**config.mk**
```make
export PLATFORM = sky130hd
export DESIGN_NAME = rxb_core
export DESIGN_NICKNAME = d
export VERILOG_FILES = /design/src/logic/rxb_pkg.sv /design/src/logic/rxb_core.sv
export VERILOG_INCLUDE_DIRS = /design/src /design/src/logic
export SDC_FILE = /design/constraint.sdc
export NUM_CORES = 1
export LEC_CHECK = 0
export ABC_AREA = 1
export BUFFER_PORTS_ARGS = -buffer_cell sky130_fd_sc_hd__buf_4
export CORE_MARGIN = 8
export CORE_UTILIZATION = 34
export CTS_CLUSTER_SIZE = 20
export DETAILED_ROUTE_END_ITERATION = 10
export PLACE_DENSITY_LB_ADDON = 0.25
export SYNTH_ARGS = -nofsm -noshare
export SYNTH_HDL_FRONTEND = slang
export SYNTH_SLANG_ARGS = --single-unit
```
**constraint.sdc**
```tcl
create_clock -name sys_clk_i -period 6.65 [get_ports sys_clk_i]
set_input_delay 0.3325 -clock sys_clk_i [delete_from_list [all_inputs] [get_ports sys_clk_i]]
set_output_delay 0.3325 -clock sys_clk_i [all_outputs]
set_load 0.02 [all_outputs]
```
**src/logic/rxb_cfg.svh**
```systemverilog
// Offsets, field positions, reset values and sizes of the receive buffer block.
`ifndef RXB_CFG_SVH
`define RXB_CFG_SVH
`define RXB_DEPTH        96
`define RXB_HI_MARK      7'h58
`define RXB_LO_MARK      7'h40
`define RXB_BITS_LONG    4'hB
`define RXB_BITS_SHORT   4'hA
`define RXB_A_CTRL       8'h00
`define RXB_A_STATUS     8'h04
`define RXB_A_RXDATA     8'h08
`define RXB_A_OVFBITS    8'h0C
`define RXB_A_STG_TMO    8'h10
`define RXB_A_STG_CUR    8'h14
`define RXB_A_STG_VID    8'h18
`define RXB_A_STG_PID    8'h1C
`define RXB_A_STR_CHAR   8'h20
`define RXB_A_PW_LO      8'h24
`define RXB_A_PW_HI      8'h28
`define RXB_A_NPW_LO     8'h2C
`define RXB_A_NPW_HI     8'h30
`define RXB_A_CMD        8'h34
`define RXB_A_CFG_TMO    8'h38
`define RXB_A_CFG_CUR    8'h3C
`define RXB_A_CFG_IDS    8'h40
`define RXB_CMD_READ     0
`define RXB_CMD_APPLY    1
`define RXB_CMD_NEWPW    2
`define RXB_ST_OVERFLOW  8
`define RXB_ST_DROP      9
`define RXB_TMO_MIN      7'h01
`define RXB_TMO_MAX      7'h63
`define RXB_TMO_RST      7'h0A
`define RXB_CUR_MIN      9'h014
`define RXB_CUR_MAX      9'h1F4
`define RXB_CUR_RST      9'h064
`define RXB_PW_RST       64'hFFFF_FFFF_FFFF_FFFF
`endif

```
**src/logic/rxb_pkg.sv**
```systemverilog
// Types shared by the receive buffer block.
`default_nettype none
package rxb_pkg;
  typedef enum logic [1:0] {
    RXB_FLOW_NONE = 2'b00,
    RXB_FLOW_HW   = 2'b01,
    RXB_FLOW_SW   = 2'b10
  } rxb_flow_type;
  typedef struct packed {
    logic [6:0]  timeout_ms;
    logic [8:0]  max_current;
    logic        self_powered;
    logic [15:0] vid;
    logic [15:0] pid;
  } rxb_cfg_type;
endpackage
`default_nettype wire

```
**src/logic/rxb_core.sv**
```systemverilog
// Serial receive buffer with flow control and guarded configuration store.
// Functional notes
// RULE1: 96-byte receive buffer held until host reads.
// RULE2: No flow control: new bytes overwrite oldest.
// RULE3: Flow control on: buffer never overflows.
// RULE4: Overflow time is bits-per-byte times 96.
// RULE5: Receive timeout accepted only from 1 to 99.
// RULE6: Current even 20..500; zero means self powered.
// RULE7: Settings readable only after password match.
// RULE8: Apply change only if all fields valid.
// RULE9: Identifiers accept only hex digits 0-9, A-F.
// RULE10: Strings accept any printable ASCII character.
// RULE11: New password replaces stored one on change.
// RULE12: Throttle sender by RTS or XOFF/XON near full.
//
// Implementation choices: the register offsets and the AHB-Lite interface to the registers.
`include "rxb_cfg.svh"
`default_nettype none
module rxb_core #(
  parameter logic [15:0] VID_RST = 16'h1234,  // Arbitrary value.
  parameter logic [15:0] PID_RST = 16'h0001   // Arbitrary value.
) (
  // Clock and reset
  input  wire logic               sys_clk_i,
  input  wire logic               nrst_i,
  // AHB-Lite slave
  input  wire logic               hsel_i,
  input  wire logic [31:0]        haddr_i,
  input  wire logic [1:0]         htrans_i,
  input  wire logic               hwrite_i,
  input  wire logic [2:0]         hsize_i,
  input  wire logic [31:0]        hwdata_i,
  input  wire logic               hready_i,
  output logic      [31:0]        hrdata_o,
  output logic                    hreadyout_o,
  output logic                    hresp_o,
  // Serial receive side
  input  wire logic [7:0]         rx_byte_i,
  input  wire logic               rx_valid_i,
  output logic                    rts_n_o,
  output logic                    xoff_o,
  output logic                    xon_o,
  // Active configuration
  output rxb_pkg::rxb_cfg_type    cfg_o
);

  function automatic logic is_hex(input logic [7:0] c);
    is_hex = (c >= 8'h30 && c <= 8'h39) || (c >= 8'h41 && c <= 8'h46);
  endfunction

  function automatic logic [3:0] hex_val(input logic [7:0] c);
    hex_val = (c <= 8'h39) ? c[3:0] : 4'(c[3:0] + 4'h9);
  endfunction

  function automatic logic [6:0] ptr_inc(input logic [6:0] p);
    ptr_inc = (p == 7'(`RXB_DEPTH - 1)) ? 7'h00 : 7'(p + 7'h01);
  endfunction

  //////////////////////////////////////////////////////////////////////////////
  // Bus slave: writes take effect in the data phase, reads add one wait state.
  logic                  dp_wr;
  logic                  dp_rd;
  logic [7:0]            dp_addr;
  logic [7:0]            mem [`RXB_DEPTH];
  logic [6:0]            wr_ptr;
  logic [6:0]            rd_ptr;
  logic [6:0]            count;
  logic                  overflow;
  logic                  dropped;
  logic                  throttle;
  rxb_pkg::rxb_flow_type flow;
  logic                  long_char;
  logic [6:0]            stg_tmo;
  logic [8:0]            stg_cur;
  logic [31:0]           stg_vid;
  logic [31:0]           stg_pid;
  logic                  str_bad;
  logic [63:0]           pw_entry;
  logic [63:0]           npw_entry;
  logic [63:0]           pw;
  logic                  unlocked;
  logic                  apply_ok;
  logic                  apply_fail;
  rxb_pkg::rxb_cfg_type  cfg;

  wire        acc      = hsel_i & htrans_i[1] & hready_i;
  wire        wr_en    = dp_wr;
  wire [31:0] wd       = hwdata_i;
  wire        wr_ctrl  = wr_en & (dp_addr == `RXB_A_CTRL);
  wire        wr_stat  = wr_en & (dp_addr == `RXB_A_STATUS);
  wire        wr_cmd   = wr_en & (dp_addr == `RXB_A_CMD);
  wire        wr_str   = wr_en & (dp_addr == `RXB_A_STR_CHAR);
  wire        cmd_read = wr_cmd & wd[`RXB_CMD_READ];
  wire        cmd_app  = wr_cmd & wd[`RXB_CMD_APPLY];
  wire        pop      = dp_rd & (dp_addr == `RXB_A_RXDATA) & (count != 7'h00);

  assign hreadyout_o = ~dp_rd;
  assign hresp_o     = 1'b0;
  assign cfg_o       = cfg;

  always_ff @(posedge sys_clk_i or negedge nrst_i) begin
    if (!nrst_i) begin
      dp_wr   <= 1'b0;
      dp_rd   <= 1'b0;
      dp_addr <= 8'h00;
    end else begin
      dp_wr <= acc & hwrite_i;
      dp_rd <= acc & ~hwrite_i;
      if (acc) begin
        dp_addr <= {haddr_i[7:2], 2'b00};
      end
    end
  end

  // Configuration reads show zero until the password has been presented.
  wire [31:0] cfg_tmo_rd = unlocked ? {25'h0, cfg.timeout_ms} : 32'h0; // [RULE7]
  wire [31:0] cfg_cur_rd = unlocked ? {15'h0, cfg.self_powered, 7'h0, cfg.max_current} : 32'h0;
  wire [31:0] cfg_ids_rd = unlocked ? {cfg.vid, cfg.pid} : 32'h0;
  wire [3:0]  bits_pb    = long_char ? `RXB_BITS_LONG : `RXB_BITS_SHORT;
  wire [31:0] ovf_bits   = 32'(bits_pb) * 32'(`RXB_DEPTH); // [RULE4]
  wire [31:0] status_rd  = {19'h0, apply_fail, apply_ok, unlocked, dropped, overflow,
                            1'b0, count};
  wire [31:0] rdata =
    (dp_addr == `RXB_A_CTRL)    ? {28'h0, long_char, 1'b0, flow} :
    (dp_addr == `RXB_A_STATUS)  ? status_rd :
    (dp_addr == `RXB_A_RXDATA)  ? {23'h0, pop, pop ? mem[rd_ptr] : 8'h00} :
    (dp_addr == `RXB_A_OVFBITS) ? ovf_bits :
    (dp_addr == `RXB_A_CFG_TMO) ? cfg_tmo_rd :
    (dp_addr == `RXB_A_CFG_CUR) ? cfg_cur_rd :
    (dp_addr == `RXB_A_CFG_IDS) ? cfg_ids_rd : 32'h0;

  always_ff @(posedge sys_clk_i or negedge nrst_i) begin
    if (!nrst_i) begin
      hrdata_o <= 32'h0;
    end else if (dp_rd) begin
      hrdata_o <= rdata;
    end
  end

  //////////////////////////////////////////////////////////////////////////////
  // Receive buffer. Without flow control a full buffer drops its oldest byte.
  wire mode_none = (flow == rxb_pkg::RXB_FLOW_NONE);
  wire full      = (count == 7'(`RXB_DEPTH));
  wire do_wr     = rx_valid_i & (~full | pop | mode_none); // [RULE1] [RULE3]
  wire overwrite = rx_valid_i & full & ~pop & mode_none;   // [RULE2]
  wire do_rd     = pop | overwrite;
  wire [6:0] next_count = 7'(count + 7'(do_wr) - 7'(do_rd));

  always_ff @(posedge sys_clk_i) begin
    if (do_wr) begin
      mem[wr_ptr] <= rx_byte_i;
    end
  end

  always_ff @(posedge sys_clk_i or negedge nrst_i) begin
    if (!nrst_i) begin
      wr_ptr <= 7'h00;
      rd_ptr <= 7'h00;
      count  <= 7'h00;
    end else begin
      wr_ptr <= do_wr ? ptr_inc(wr_ptr) : wr_ptr;
      rd_ptr <= do_rd ? ptr_inc(rd_ptr) : rd_ptr;
      count  <= next_count;
    end
  end

  // Sticky error flags; a new event wins over a write-one-to-clear.
  wire drop_ev = rx_valid_i & full & ~pop & ~mode_none;

  always_ff @(posedge sys_clk_i or negedge nrst_i) begin
    if (!nrst_i) begin
      overflow <= 1'b0;
      dropped  <= 1'b0;
    end else begin
      overflow <= overwrite | (overflow & ~(wr_stat & wd[`RXB_ST_OVERFLOW]));
      dropped  <= drop_ev | (dropped & ~(wr_stat & wd[`RXB_ST_DROP]));
    end
  end

  //////////////////////////////////////////////////////////////////////////////
  // Flow control. The high mark leaves eight bytes of slack for a sender that
  // is slow to react to RTS or XOFF.
  wire next_throttle = ~mode_none & ((count >= `RXB_HI_MARK) |
                                     (throttle & (count > `RXB_LO_MARK)));

  always_ff @(posedge sys_clk_i or negedge nrst_i) begin
    if (!nrst_i) begin
      throttle <= 1'b0;
      rts_n_o  <= 1'b0;
      xoff_o   <= 1'b0;
      xon_o    <= 1'b0;
    end else begin
      throttle <= next_throttle;
      rts_n_o  <= next_throttle & (flow == rxb_pkg::RXB_FLOW_HW);                // [RULE12]
      xoff_o   <= next_throttle & ~throttle & (flow == rxb_pkg::RXB_FLOW_SW);   // [RULE12]
      xon_o    <= ~next_throttle & throttle & (flow == rxb_pkg::RXB_FLOW_SW);   // [RULE12]
    end
  end

  always_ff @(posedge sys_clk_i or negedge nrst_i) begin
    if (!nrst_i) begin
      flow      <= rxb_pkg::RXB_FLOW_NONE;
      long_char <= 1'b0;
    end else if (wr_ctrl) begin
      flow      <= rxb_pkg::rxb_flow_type'(wd[1:0]);
      long_char <= wd[3];
    end
  end

  //////////////////////////////////////////////////////////////////////////////
  // Staging of a configuration change and its checks.
  always_ff @(posedge sys_clk_i or negedge nrst_i) begin
    if (!nrst_i) begin
      stg_tmo   <= 7'h00;
      stg_cur   <= 9'h000;
      stg_vid   <= 32'h0;
      stg_pid   <= 32'h0;
      pw_entry  <= 64'h0;
      npw_entry <= 64'h0;
    end else if (wr_en) begin
      if (dp_addr == `RXB_A_STG_TMO) stg_tmo <= wd[6:0];
      if (dp_addr == `RXB_A_STG_CUR) stg_cur <= wd[8:0];
      if (dp_addr == `RXB_A_STG_VID) stg_vid <= wd;
      if (dp_addr == `RXB_A_STG_PID) stg_pid <= wd;
      if (dp_addr == `RXB_A_PW_LO)   pw_entry[31:0]   <= wd;
      if (dp_addr == `RXB_A_PW_HI)   pw_entry[63:32]  <= wd;
      if (dp_addr == `RXB_A_NPW_LO)  npw_entry[31:0]  <= wd;
      if (dp_addr == `RXB_A_NPW_HI)  npw_entry[63:32] <= wd;
    end
  end

  // A string character outside the printable range spoils the next apply.
  wire chr_bad = (wd[7:0] < 8'h20) | (wd[7:0] > 8'h7E); // [RULE10]

  always_ff @(posedge sys_clk_i or negedge nrst_i) begin
    if (!nrst_i) begin
      str_bad <= 1'b0;
    end else begin
      str_bad <= (wr_str & chr_bad) | (str_bad & ~cmd_app);
    end
  end

  wire tmo_ok  = (stg_tmo >= `RXB_TMO_MIN) & (stg_tmo <= `RXB_TMO_MAX);            // [RULE5]
  wire cur_ok  = (stg_cur == 9'h000) |
                 (~stg_cur[0] & (stg_cur >= `RXB_CUR_MIN) & (stg_cur <= `RXB_CUR_MAX)); // [RULE6]
  wire ids_ok  = is_hex(stg_vid[31:24]) & is_hex(stg_vid[23:16]) &
                 is_hex(stg_vid[15:8])  & is_hex(stg_vid[7:0])   &
                 is_hex(stg_pid[31:24]) & is_hex(stg_pid[23:16]) &
                 is_hex(stg_pid[15:8])  & is_hex(stg_pid[7:0]);                    // [RULE9]
  wire all_ok  = tmo_ok & cur_ok & ids_ok & ~str_bad;                             // [RULE8]
  wire pw_ok   = (pw_entry == pw);                                                // [RULE7]
  wire commit  = cmd_app & pw_ok & all_ok;
  wire new_pw  = commit & wd[`RXB_CMD_NEWPW];
  wire [15:0] vid_bin = {hex_val(stg_vid[31:24]), hex_val(stg_vid[23:16]),
                         hex_val(stg_vid[15:8]),  hex_val(stg_vid[7:0])};
  wire [15:0] pid_bin = {hex_val(stg_pid[31:24]), hex_val(stg_pid[23:16]),
                         hex_val(stg_pid[15:8]),  hex_val(stg_pid[7:0])};

  always_ff @(posedge sys_clk_i or negedge nrst_i) begin
    if (!nrst_i) begin
      cfg <= '{timeout_ms: `RXB_TMO_RST, max_current: `RXB_CUR_RST, self_powered: 1'b0,
               vid: VID_RST, pid: PID_RST};
    end else if (commit) begin
      cfg <= '{timeout_ms: stg_tmo, max_current: stg_cur,
               self_powered: (stg_cur == 9'h000), vid: vid_bin, pid: pid_bin}; // [RULE6] [RULE8]
    end
  end

  // A password change locks the settings until the new one is presented.
  always_ff @(posedge sys_clk_i or negedge nrst_i) begin
    if (!nrst_i) begin
      pw         <= `RXB_PW_RST;
      unlocked   <= 1'b0;
      apply_ok   <= 1'b0;
      apply_fail <= 1'b0;
    end else begin
      pw       <= new_pw ? npw_entry : pw;                                       // [RULE11]
      unlocked <= ~new_pw & (cmd_read ? pw_ok : unlocked);                       // [RULE7] [RULE11]
      if (cmd_app) begin
        apply_ok   <= commit;
        apply_fail <= ~commit;
      end
    end
  end
endmodule
`default_nettype wire

```
[Word level (Yosys, flattened, before mapping)]
Memory sizes are Yosys's and may differ from the RTL's.
Cells that the tools add are included.
Storage, ports and cells
  register bits after elaboration: 395
  memory bits (writable): 768
  output and inout bits: 86
  logic and storage cells: 240
  memories kept: 1
Memory list
  mem: words 96, width 8, read ports 1, clocked after Yosys merged registers in 0, write ports 1, line rxb_core.sv:64  | logic [7:0] mem [`RXB_DEPTH];
Cells by class
  add/subtract/negate cells: 12
  multipliers: 1
  magnitude comparators: 40
  equal/unequal tests: 22
  muxes and demuxes: 25
  bitwise operators: 70
  reduce and logical (&&, ||, !) cells: 36
Operators with widths (count)
  $mux 32: 8
  $eq 64x64->1: 1
  $ge 8x6->1 const B: 8
  $ge 8x7->1 const B: 8
  $le 8x6->1 const B: 8
  $le 8x7->1 const B: 8
  $eq 6x4->1 const B: 8
  $and 1x1->1: 47
  $add 4x4->4 const B: 8
  $mux 4: 8
  $eq 6x3->1 const B: 4
  $eq 7x7->1 const B: 3
  $mux 7: 3
  $mux 17: 1
  $logic_and 1x1->1: 16
  $reduce_and 2->1: 8
  $add 7x1->7 const B: 2
  $not 1->1: 14
  $eq 6x2->1 const B: 2
  $ge 9x5->1 const B: 1
  $le 9x9->1 const B: 1
  $logic_not 9->1: 1
  $or 1x1->1: 9
  $gt 8x7->1 const B: 1
  18 further kinds: 28

[Longest topological paths before layout]
Gate-level depths: netlist of run 1.
  word-level depth: 16
  depth in mapped cells: 22
  mapped depth without buffers: 21

[Worst setup path before layout of run 1]
OpenSTA, ideal clock, no wires.
  path kind: reg-to-reg
  start: register count[1]
  end: register count[6]
  setup time: 0.122 ns
  arrival time: 2.820 ns
  data required time: 6.528 ns
  setup slack: 3.708 ns
  cell stages (with the launch flop): 19
  path buffers: 0
  cells stage by stage: dfrtp_1 or2_2 nor2_1 nand3_1 nand2_1 nor2_2 inv_2 nand4_1 nand2_2 ha_1 inv_1 ha_1 inv_1 fa_1 o21ai_0 a21oi_1 nor2_1 nor2_1 xnor2_1
On the way
  word-level cells in the longest chain between the ends: 7
  elaborated cells on any way between the ends: 14
  those cells by class: 2 x add/sub; 1 x eq/ne; 10 x bitwise; 1 x reduce/logical
Ends and longest elaborated chain
  start, declared: line rxb_core.sv:67  | logic [6:0] count;
  start signal, assigned: line rxb_core.sv:163  | count <= next_count;
  $reduce_bool 7->1: line rxb_core.sv:95  | wire pop = dp_rd & (dp_addr == `RXB_A_RXDATA) & (count != 7'h00);
  $and 1x1->1: line rxb_core.sv:95
  $not 1->1: line rxb_core.sv:145  | wire overwrite = rx_valid_i & full & ~pop & mode_none;
  $and 1x1->1 (2 in a row): line rxb_core.sv:145
  $or 1x1->1 *: line rxb_core.sv:146  | wire do_rd = pop | overwrite;
  via do_rd: line rxb_core.sv:146
  $sub 7x1->7 *: line rxb_core.sv:147  | wire [6:0] next_count = 7'(count + 7'(do_wr) - 7'(do_rd));
  via next_count[6]: line rxb_core.sv:147
Mark *: on every way through the listed nets, which the timed path passes. The rest lies on a longest branch.
A chain may end at the register's enable or synchronous reset.

[Worst setup path after layout of run 1]
  start: register dp_addr[7]
  end: memory mem[34][1], enable pin
On the way
  word-level cells in the longest chain between the ends: 8
Ends and longest elaborated chain
  start, declared: line rxb_core.sv:63  | logic [7:0] dp_addr;
  start signal, assigned: line rxb_core.sv:110  | dp_addr <= {haddr_i[7:2], 2'b00};
  $eq 6x2->1 (no line)
  $and 1x1->1 (2 in a row): line rxb_core.sv:95
  $or 1x1->1 (2 in a row): line rxb_core.sv:144  | wire do_wr = rx_valid_i & (~full | pop | mode_none);
  $and 1x1->1: line rxb_core.sv:144
  $mux 1: line rxb_core.sv:150  | if (do_wr) begin
  $mux 1 (not written as such): line rxb_core.sv:151  | mem[wr_ptr] <= rx_byte_i;
  end, declared: line rxb_core.sv:64
No other way between the ends.

==> results of run 1 <==
## metal layers
metal,GRT usage (%),vias to the layer above,routed length (um)
met5,0,-,0
met3,3.11,171,7600
met4,3.92,0,2270
met2,26.4,880,61600
li1,-,15638,-
met1,23.2,16189,60500
## critical path: cells and delay by family, from the launching register on
family                 cells  cell delay (ns)
and+or+nand+nor            8             2.44
buffers and inverters      4             1.00
DFF                        1             0.39
## kinds of logic (layout without fill, tap and decap cells)
logic type / Yosys count / in the layout
flops: 1163 / 1163
buf+inv: 476 / 692
simple gates: 1768 / 1768
fa+ha+maj: 42 / 42
xor+xnor: 91 / 91
other cells: 1 / 1
mux: 1 / 1
compound gates: 921 / 921
## worst min path at each step
stage / endpoint / slack, ns / depth (start not counted)
after global routing: pw[14] / 0.05 / 3
after CTS: pw[15] / 0.007 / 3
after global placement: xoff_o / 0.46 / 1
after floorplan: apply_fail / 0.04 / 0
after detailed placement: xon_o / 0.45 / 1
final: pw[47] / 0.07 / 3
## synthesized netlist by cell type (all sizes together) (18+ instances only)
master,instances,share of area (%)
nor3,18,0.22
inv,235,1.8
dfrtp,320,17
buf,114,1.3
nor2,607,4.7
o21ai,659,6.8
o211ai,55,0.85
o22ai,86,1.1
clkbuf,126,0.98
o221ai,37,0.67
a21oi,68,0.70
nand2,861,6.7
edfxtp,768,48
xor2,84,1.5
ha,41,1.1
nand3,231,2.4
nand4,32,0.41
dfstp,75,4.1
## report_power, final
| group | switching [W] | internal [W] |
|---|---|---|
| logic | 0.000854 | 0.000348 |
| registers | 0.000158 | 0.00800 |
| clock network | 0.00299 | 0.00406 |
| total | 0.00400 | 0.0124 |
## timing repair
item                                    4_1_cts  5_1_grt
hold buffers                                 42        0
hold endpoints to repair                    272        0
endpoints found under the setup margin        0        0
## final cells by class
cell class / instances / share of cell area (%)
clock buffer: 168 / 6.33
sequential: 1163 / 59.2
timing repair buffer: 224 / 3.28
clock inverter: 64 / 1.17
multi-input combinational: 2824 / 24.2
inverter: 236 / 1.61
tap: 1890 / 4.23
## registers in the layout (all words and copies together) (netlist names), 2 cells and up
register,flops
mem,768
npw_entry,64
pw,64
pw_entry,64
cfg_o,49
hrdata_o,32
stg_pid,32
stg_vid,32
stg_cur,9
count,7
rd_ptr,7
stg_tmo,7
wr_ptr,7
dp_addr,6
flow,2
## stage by stage
step / hold slack (ns) / power (W) / instance area (um^2)
after floorplan: 0.0369 / 0.00897 / 48500
after global placement: 0.457 / 0.00946 / 51300
after detailed placement: 0.454 / 0.00950 / 51300
after CTS: 0.00722 / 0.0166 / 55900
after global routing: 0.0502 / 0.0170 / 55900
final: 0.0671 / 0.0164 / 55900
==> results.txt, run 1 <==
Avg Inst Size Synth - 10.9 um^2
CTS tree - done
Nets - 4704
Place WS - 2.53 ns
Fmax - 0.237 GHz
RSZ-0062 raised after global routing - false
GP Congestion - 0.872
Final Max Slew Viols - 0
CTS sink cnt - 1163
PwrDens - 294 mW/mm^2
Leakage - 22.0 nW
Status - finished, final reports clean
Fin util - 39.5%
Layout cells sized above 1 - 10.1%
Commonest non-fill, non-tap cell in the layout - nand2_1
H-tree depth - 4
Vias after detailed routing - 32878
Final Worst Setup Slack - 2.44 ns
Worst-Skew Late Latency - 0.77 ns
Period utilization - 63.4%
Maximum vdd ir drop - 273 uV
Max stage delay cell, worst path - nand4_1
Max_slew headroom - 20.6%
Setup TNS - 0 ns
Number of synthesized register bits - 1163
Origin of the worst setup path - dp_addr[7]
Final setup fails - 0
Largest family of logic cells by synthesized area - simple AND/OR/NAND/NOR gates
Placed wire-length estimate - 78400 um
Async S/R FF share, synth - 34.0%
Mapped Cells - 4463
Area Overhead vs Synth - 15.2%
Multi-input logic area - 0.0135 mm^2
Commonest cells after routing, fill and taps aside - nand2_1, edfxtp_1, o21ai_0
XOR/XNOR share of the synthesized area - 1.64%
Slew @ Worst Pin - 1.19 ns
N_diodes - 0
Worst reg2reg endpoint - mem[34][1]
Worst Path Max Fanout - 10
Initial Util - 34.3%
Setup Buffers After CTS - 0
Sequential cell area - 0.0331 mm^2
Initial antenna violation count - 0
Site Rows - 138
Warnings, synthesis - 0
EDFF count, synth - 768
Pin count of the biggest net entering global routing - 168
Worst Skew - 0.0449 ns
Worst-path clk slew - 0.06 ns
Worst Hold Class - in -> reg
Detailed Routing Iterations Pass 1 - 6
Hold Fails Final Rpt - 0
Hold path start - hwdata_i[2]
Min Tclk post-route - 4.21 ns
Drt via density - 5.01
CP Capture Point - mem[34][1]
Simple-gate portion of the synthesized area - 14.7%
Data required, critical path - 7.02 ns
Synth Area in Compound Gates - 10.4%
Crit path capture type - flip-flop
PortBufs - 137
Post-Syn Nets - 4588
Critical path arrival - 4.59 ns
Syn Std Cell Area - 0.0485 mm^2
Worst path max stage delay - 0.72 ns
Crit path kind - reg -> reg
Synth Area in Adders - 1.10%
Worst Setup Start Kind - flip-flop
Critical R2R Launch - dp_addr[7]
All-Layer GR Usage - 16.5%
CTS Buf Count - 130
Worst-case clock buffer depth - 3
Synth unique cells - 52
Die width - 394 um
DR DRC count - 0
Root Buffer - clkbuf_16
Max_cap viols - 0
Most used flip-flop cell after synthesis - edfxtp_1
Vias in the first global route - 31770
R2R Setup Slk - 2.44 ns
Remaining antenna violation count after routing - 0
Die Y - 394 um
Routed len/inst - 20.1 um
Floorplan core area - 0.142 mm^2
Routed WL - 132000 um
Die area - 0.155 mm^2
Total gr overflow - 0
CTS resizes - 0
DP Cell Count - 6295
Seq/Total Area, Yosys - 68.1%
Cells along the critical path - nor2_1 > inv_1 > nor2_2 > nand2_1 > nor2_2 > inv_2 > nand3_1 > nand2_1 > inv_2 > nand4_1 > buf_4 > nor2_1
Depth of the most critical reg-to-reg path - 12
First-pass GRT wire length - 201000 um
I/O pin count - 169
Starting DRT DRC Count - 2968
Mux cell area share after synthesis - 0.0232%
Fillers - 13800
Final Non-Filler Cells - 6569
Power figures use the tool's default switching activity.
==> inputs of run 2 (changes only) <==
Settings changed: ABC_AREA 1 to 0.
Clock period 6.65 ns to 4.21 ns, I/O delays scaled along.
==> run 2 against run 1 <==
Non-clock buffer count grew 127. Hold slack got worse by 0.022 ns. Design area grew 0.39%. Sequential power increased by 59%. Critical endpoint is now count[6]. Register-to-register slack got worse by 2.0 ns. Worst setup slack worse by 2.0 ns. Largest power group unchanged. Die area decreased by 2.2%.
==> results.txt, run 2 <==
First-pass GRT wire length - 183000 um (-9.0%)
CTS tree - done
Maximum vdd ir drop - 422 uV (+54%)
H-tree depth - 4 (unchanged)
DR DRC count - 0 (unchanged)
Critical R2R Launch - dp_addr[5]
Worst-path clk slew - 0.06 ns (about the same)
Commonest cells after routing, fill and taps aside - edfxtp_1, dfrtp_1, buf_4
Routed len/inst - 24.2 um (+20%)
Total gr overflow - 0 (unchanged)
Worst Hold Class - in -> reg
Depth of the most critical reg-to-reg path - 15 (+3)
Setup TNS - 0 ns (unchanged)
CTS Buf Count - 130 (unchanged)
Area Overhead vs Synth - 18.3%
Syn Std Cell Area - 0.0474 mm^2 (-2.3%)
Max_cap viols - 0 (unchanged)
GP Congestion - 0.831 (-4.7%)
Layout cells sized above 1 - 31.8% (+22 points)
Synth area leaders - edfxtp_1, dfrtp_1, mux4_2
Post-synth top area share - 48.6% (+1.1 points)
Root Buffer - clkbuf_16
Routed WL - 123000 um (-7.1%)
Die Y - 389 um (-1.1%)
Commonest non-fill, non-tap cell in the layout - edfxtp_1
Final Max Slew Viols - 0 (unchanged)
Worst Hold End - mem[53][1]
Starting DRT DRC Count - 2164 (-27%)
Pin count of the biggest net entering global routing - 111 (-34%)
Origin of the worst setup path - dp_addr[5]
Hold Fails Final Rpt - 0 (unchanged)
Placed wire-length estimate - 79500 um (+1.4%)
Nets - 3220 (-32%)
Critical path arrival - 4.42 ns (-0.17 ns)
Synth unique cells - 85 (+63%)
R2R Setup Slk - 0.42 ns (-2.01 ns)
Setup Buffers After CTS - 0 (unchanged)
PwrDens - 497 mW/mm^2 (+69%)
Number of synthesized register bits - 1163 (unchanged)
Worst Skew - 0.0422 ns (-0.00270 ns)
Count leader, synth - edfxtp_1
Worst Path Max Fanout - 8 (-2)
Vias in the first global route - 26539 (-16%)
WHS Path Cells - 1 (-2)
Hold path start - rx_byte_i[1]
Async S/R FF share, synth - 34.0% (unchanged)
Seq/Total Area, Yosys - 69.7% (+1.6 points)
Initial antenna violation count - 2 (+2)
Worst-case clock buffer depth - 3 (unchanged)
I/O pin count - 169 (unchanged)
Die area - 0.152 mm^2 (-2.2%)
Vias after detailed routing - 25913 (-21%)
Leakage - 20.9 nW (-4.9%)
Most used flip-flop cell after synthesis - edfxtp_1
Remaining antenna violation count after routing - 0 (unchanged)
Mapped Cells - 2750 (-38%)
Fmax - 0.264 GHz (+11%)
All-Layer GR Usage - 16.0% (-0.47 points)
Status - finished, final reports clean
Crit path kind - reg -> reg
Top reg by flops - mem
Crit path capture type - flip-flop
Detailed Routing Iterations Pass 1 - 5 (-1)
PortBufs - 137 (unchanged)
Synth area leader - edfxtp_1
Worst-Skew Late Latency - 0.74 ns (-0.03 ns)
RSZ-0062 raised after global routing - false
Site Rows - 137 (-0.72%)
Data required, critical path - 4.84 ns (-2.18 ns)
Period utilization - 89.9% (+27 points)
CTS sink cnt - 1163 (unchanged)
Max reg flops - 768 (unchanged)
Die width - 389 um (-1.1%)
Worst Setup Start Kind - flip-flop
Min Tclk post-route - 3.79 ns (-0.426 ns)
Drt via density - 5.11 (+2.2%)
Worst reg2reg endpoint - count[6]
Synth cell count leaders - edfxtp_1, dfrtp_1, mux2_2, mux4_2, nor2_1
Fin util - 40.4% (+0.89 points)
Floorplan core area - 0.139 mm^2 (-1.8%)
Final setup fails - 0 (unchanged)
Slew @ Worst Pin - 1.18 ns (-0.00986 ns)
EDFF count, synth - 768 (unchanged)
Initial Util - 34.1% (-0.17 points)
Max_slew headroom - 21.3% (+0.66 points)
Avg Inst Size Synth - 17.2 um^2 (+59%)
Warnings, synthesis - 0 (unchanged)
N_diodes - 0 (unchanged)
Post-Syn Nets - 2875 (-37%)
==> run 2: cell types whose count changed after synthesis, moves of 171 or more <==
cell / before / now
o21ai_0: 645 / 52
nor2_1: 603 / 141
nand2_1: 858 / 114
inv_1: 229 / 36
nand3_1: 231 / 43
mux2_2: 1 / 267
mux4_2: 0 / 171
==> run 2: worst max path at each step <==
stage	slack [ns]	end
2_1_floorplan	0.72	count[6]
3_3_place_gp	0.42	count[6]
3_5_place_dp	0.50	count[6]
4_1_cts	0.45	count[6]
5_1_grt	0.21	count[6]
6_report	0.42	count[6]
==> run 2: critical path, stage by stage (launching register included) <==
cell	delay (ns)
dfrtp_1	0.46
or4_1	0.70
a2111oi_4	0.41
o31a_4	0.26
inv_4	0.07
ha_1	0.29
inv_1	0.06
ha_1	0.15
inv_1	0.05
fa_1	0.40
nand2b_1	0.16
a21oi_1	0.20
o21bai_1	0.09
a21oi_1	0.17
nor2_1	0.07
xnor2_1	0.12
==> run 2: timing repair <==
action | CTS | global route
hold endpoints to repair | 312 | 0
gates resized for setup | 0 | 0
hold buffers | 45 | 0
==> run 2: area by class of cell <==
class                   instances  area (um^2)
fillers                     12610        82900
clock inverters                54          458
inverters                      40          153
multi-input cells            1409        13600
flip-flops and latches       1163        33000
clock buffers                 175         3520
well taps                    1876         2350
repair buffers                351         2930
==> run 2: routing by layer <==
metal | track usage [%] | part of all wire, %
met5 | 0 | 0
met4 | 4.46 | 2.2
met3 | 2.91 | 5.7
met2 | 24.9 | 46
met1 | 23.1 | 46
==> run 2: cells by family after synthesis <==
group / synth area share (%)
simple gates: 4.40
other cells: 0.00791
compound gates: 4.48
xor+xnor: 1.83
buf+inv: 1.67
fa+ha+maj: 1.12
flops: 69.7
mux: 16.8
==> run 2: stage by stage <==
step                cells  power [W]  setup slack, ns  hold WS, ns  area (um^2)
finish               5068     0.0279            0.423       0.0446        56100
global route         5068     0.0290            0.213       0.0531        56100
CTS                  5068     0.0283            0.454       0.0235        56100
detailed placement   4794     0.0175            0.495        0.311        51700
global placement     4794     0.0175            0.422        0.310        51700
floorplan            2750     0.0159            0.720      -0.0851        47400
==> run 2: power by group <==
| group | switching (W) | internal (W) | total, W | leakage (nW) |
|---|---|---|---|---|
| clock network | 0.00458 | 0.00604 | 0.0106 | 1.94 |
| logic | 0.00228 | 0.00196 | 0.00424 | 7.09 |
| registers | 0.000382 | 0.0126 | 0.0130 | 11.9 |
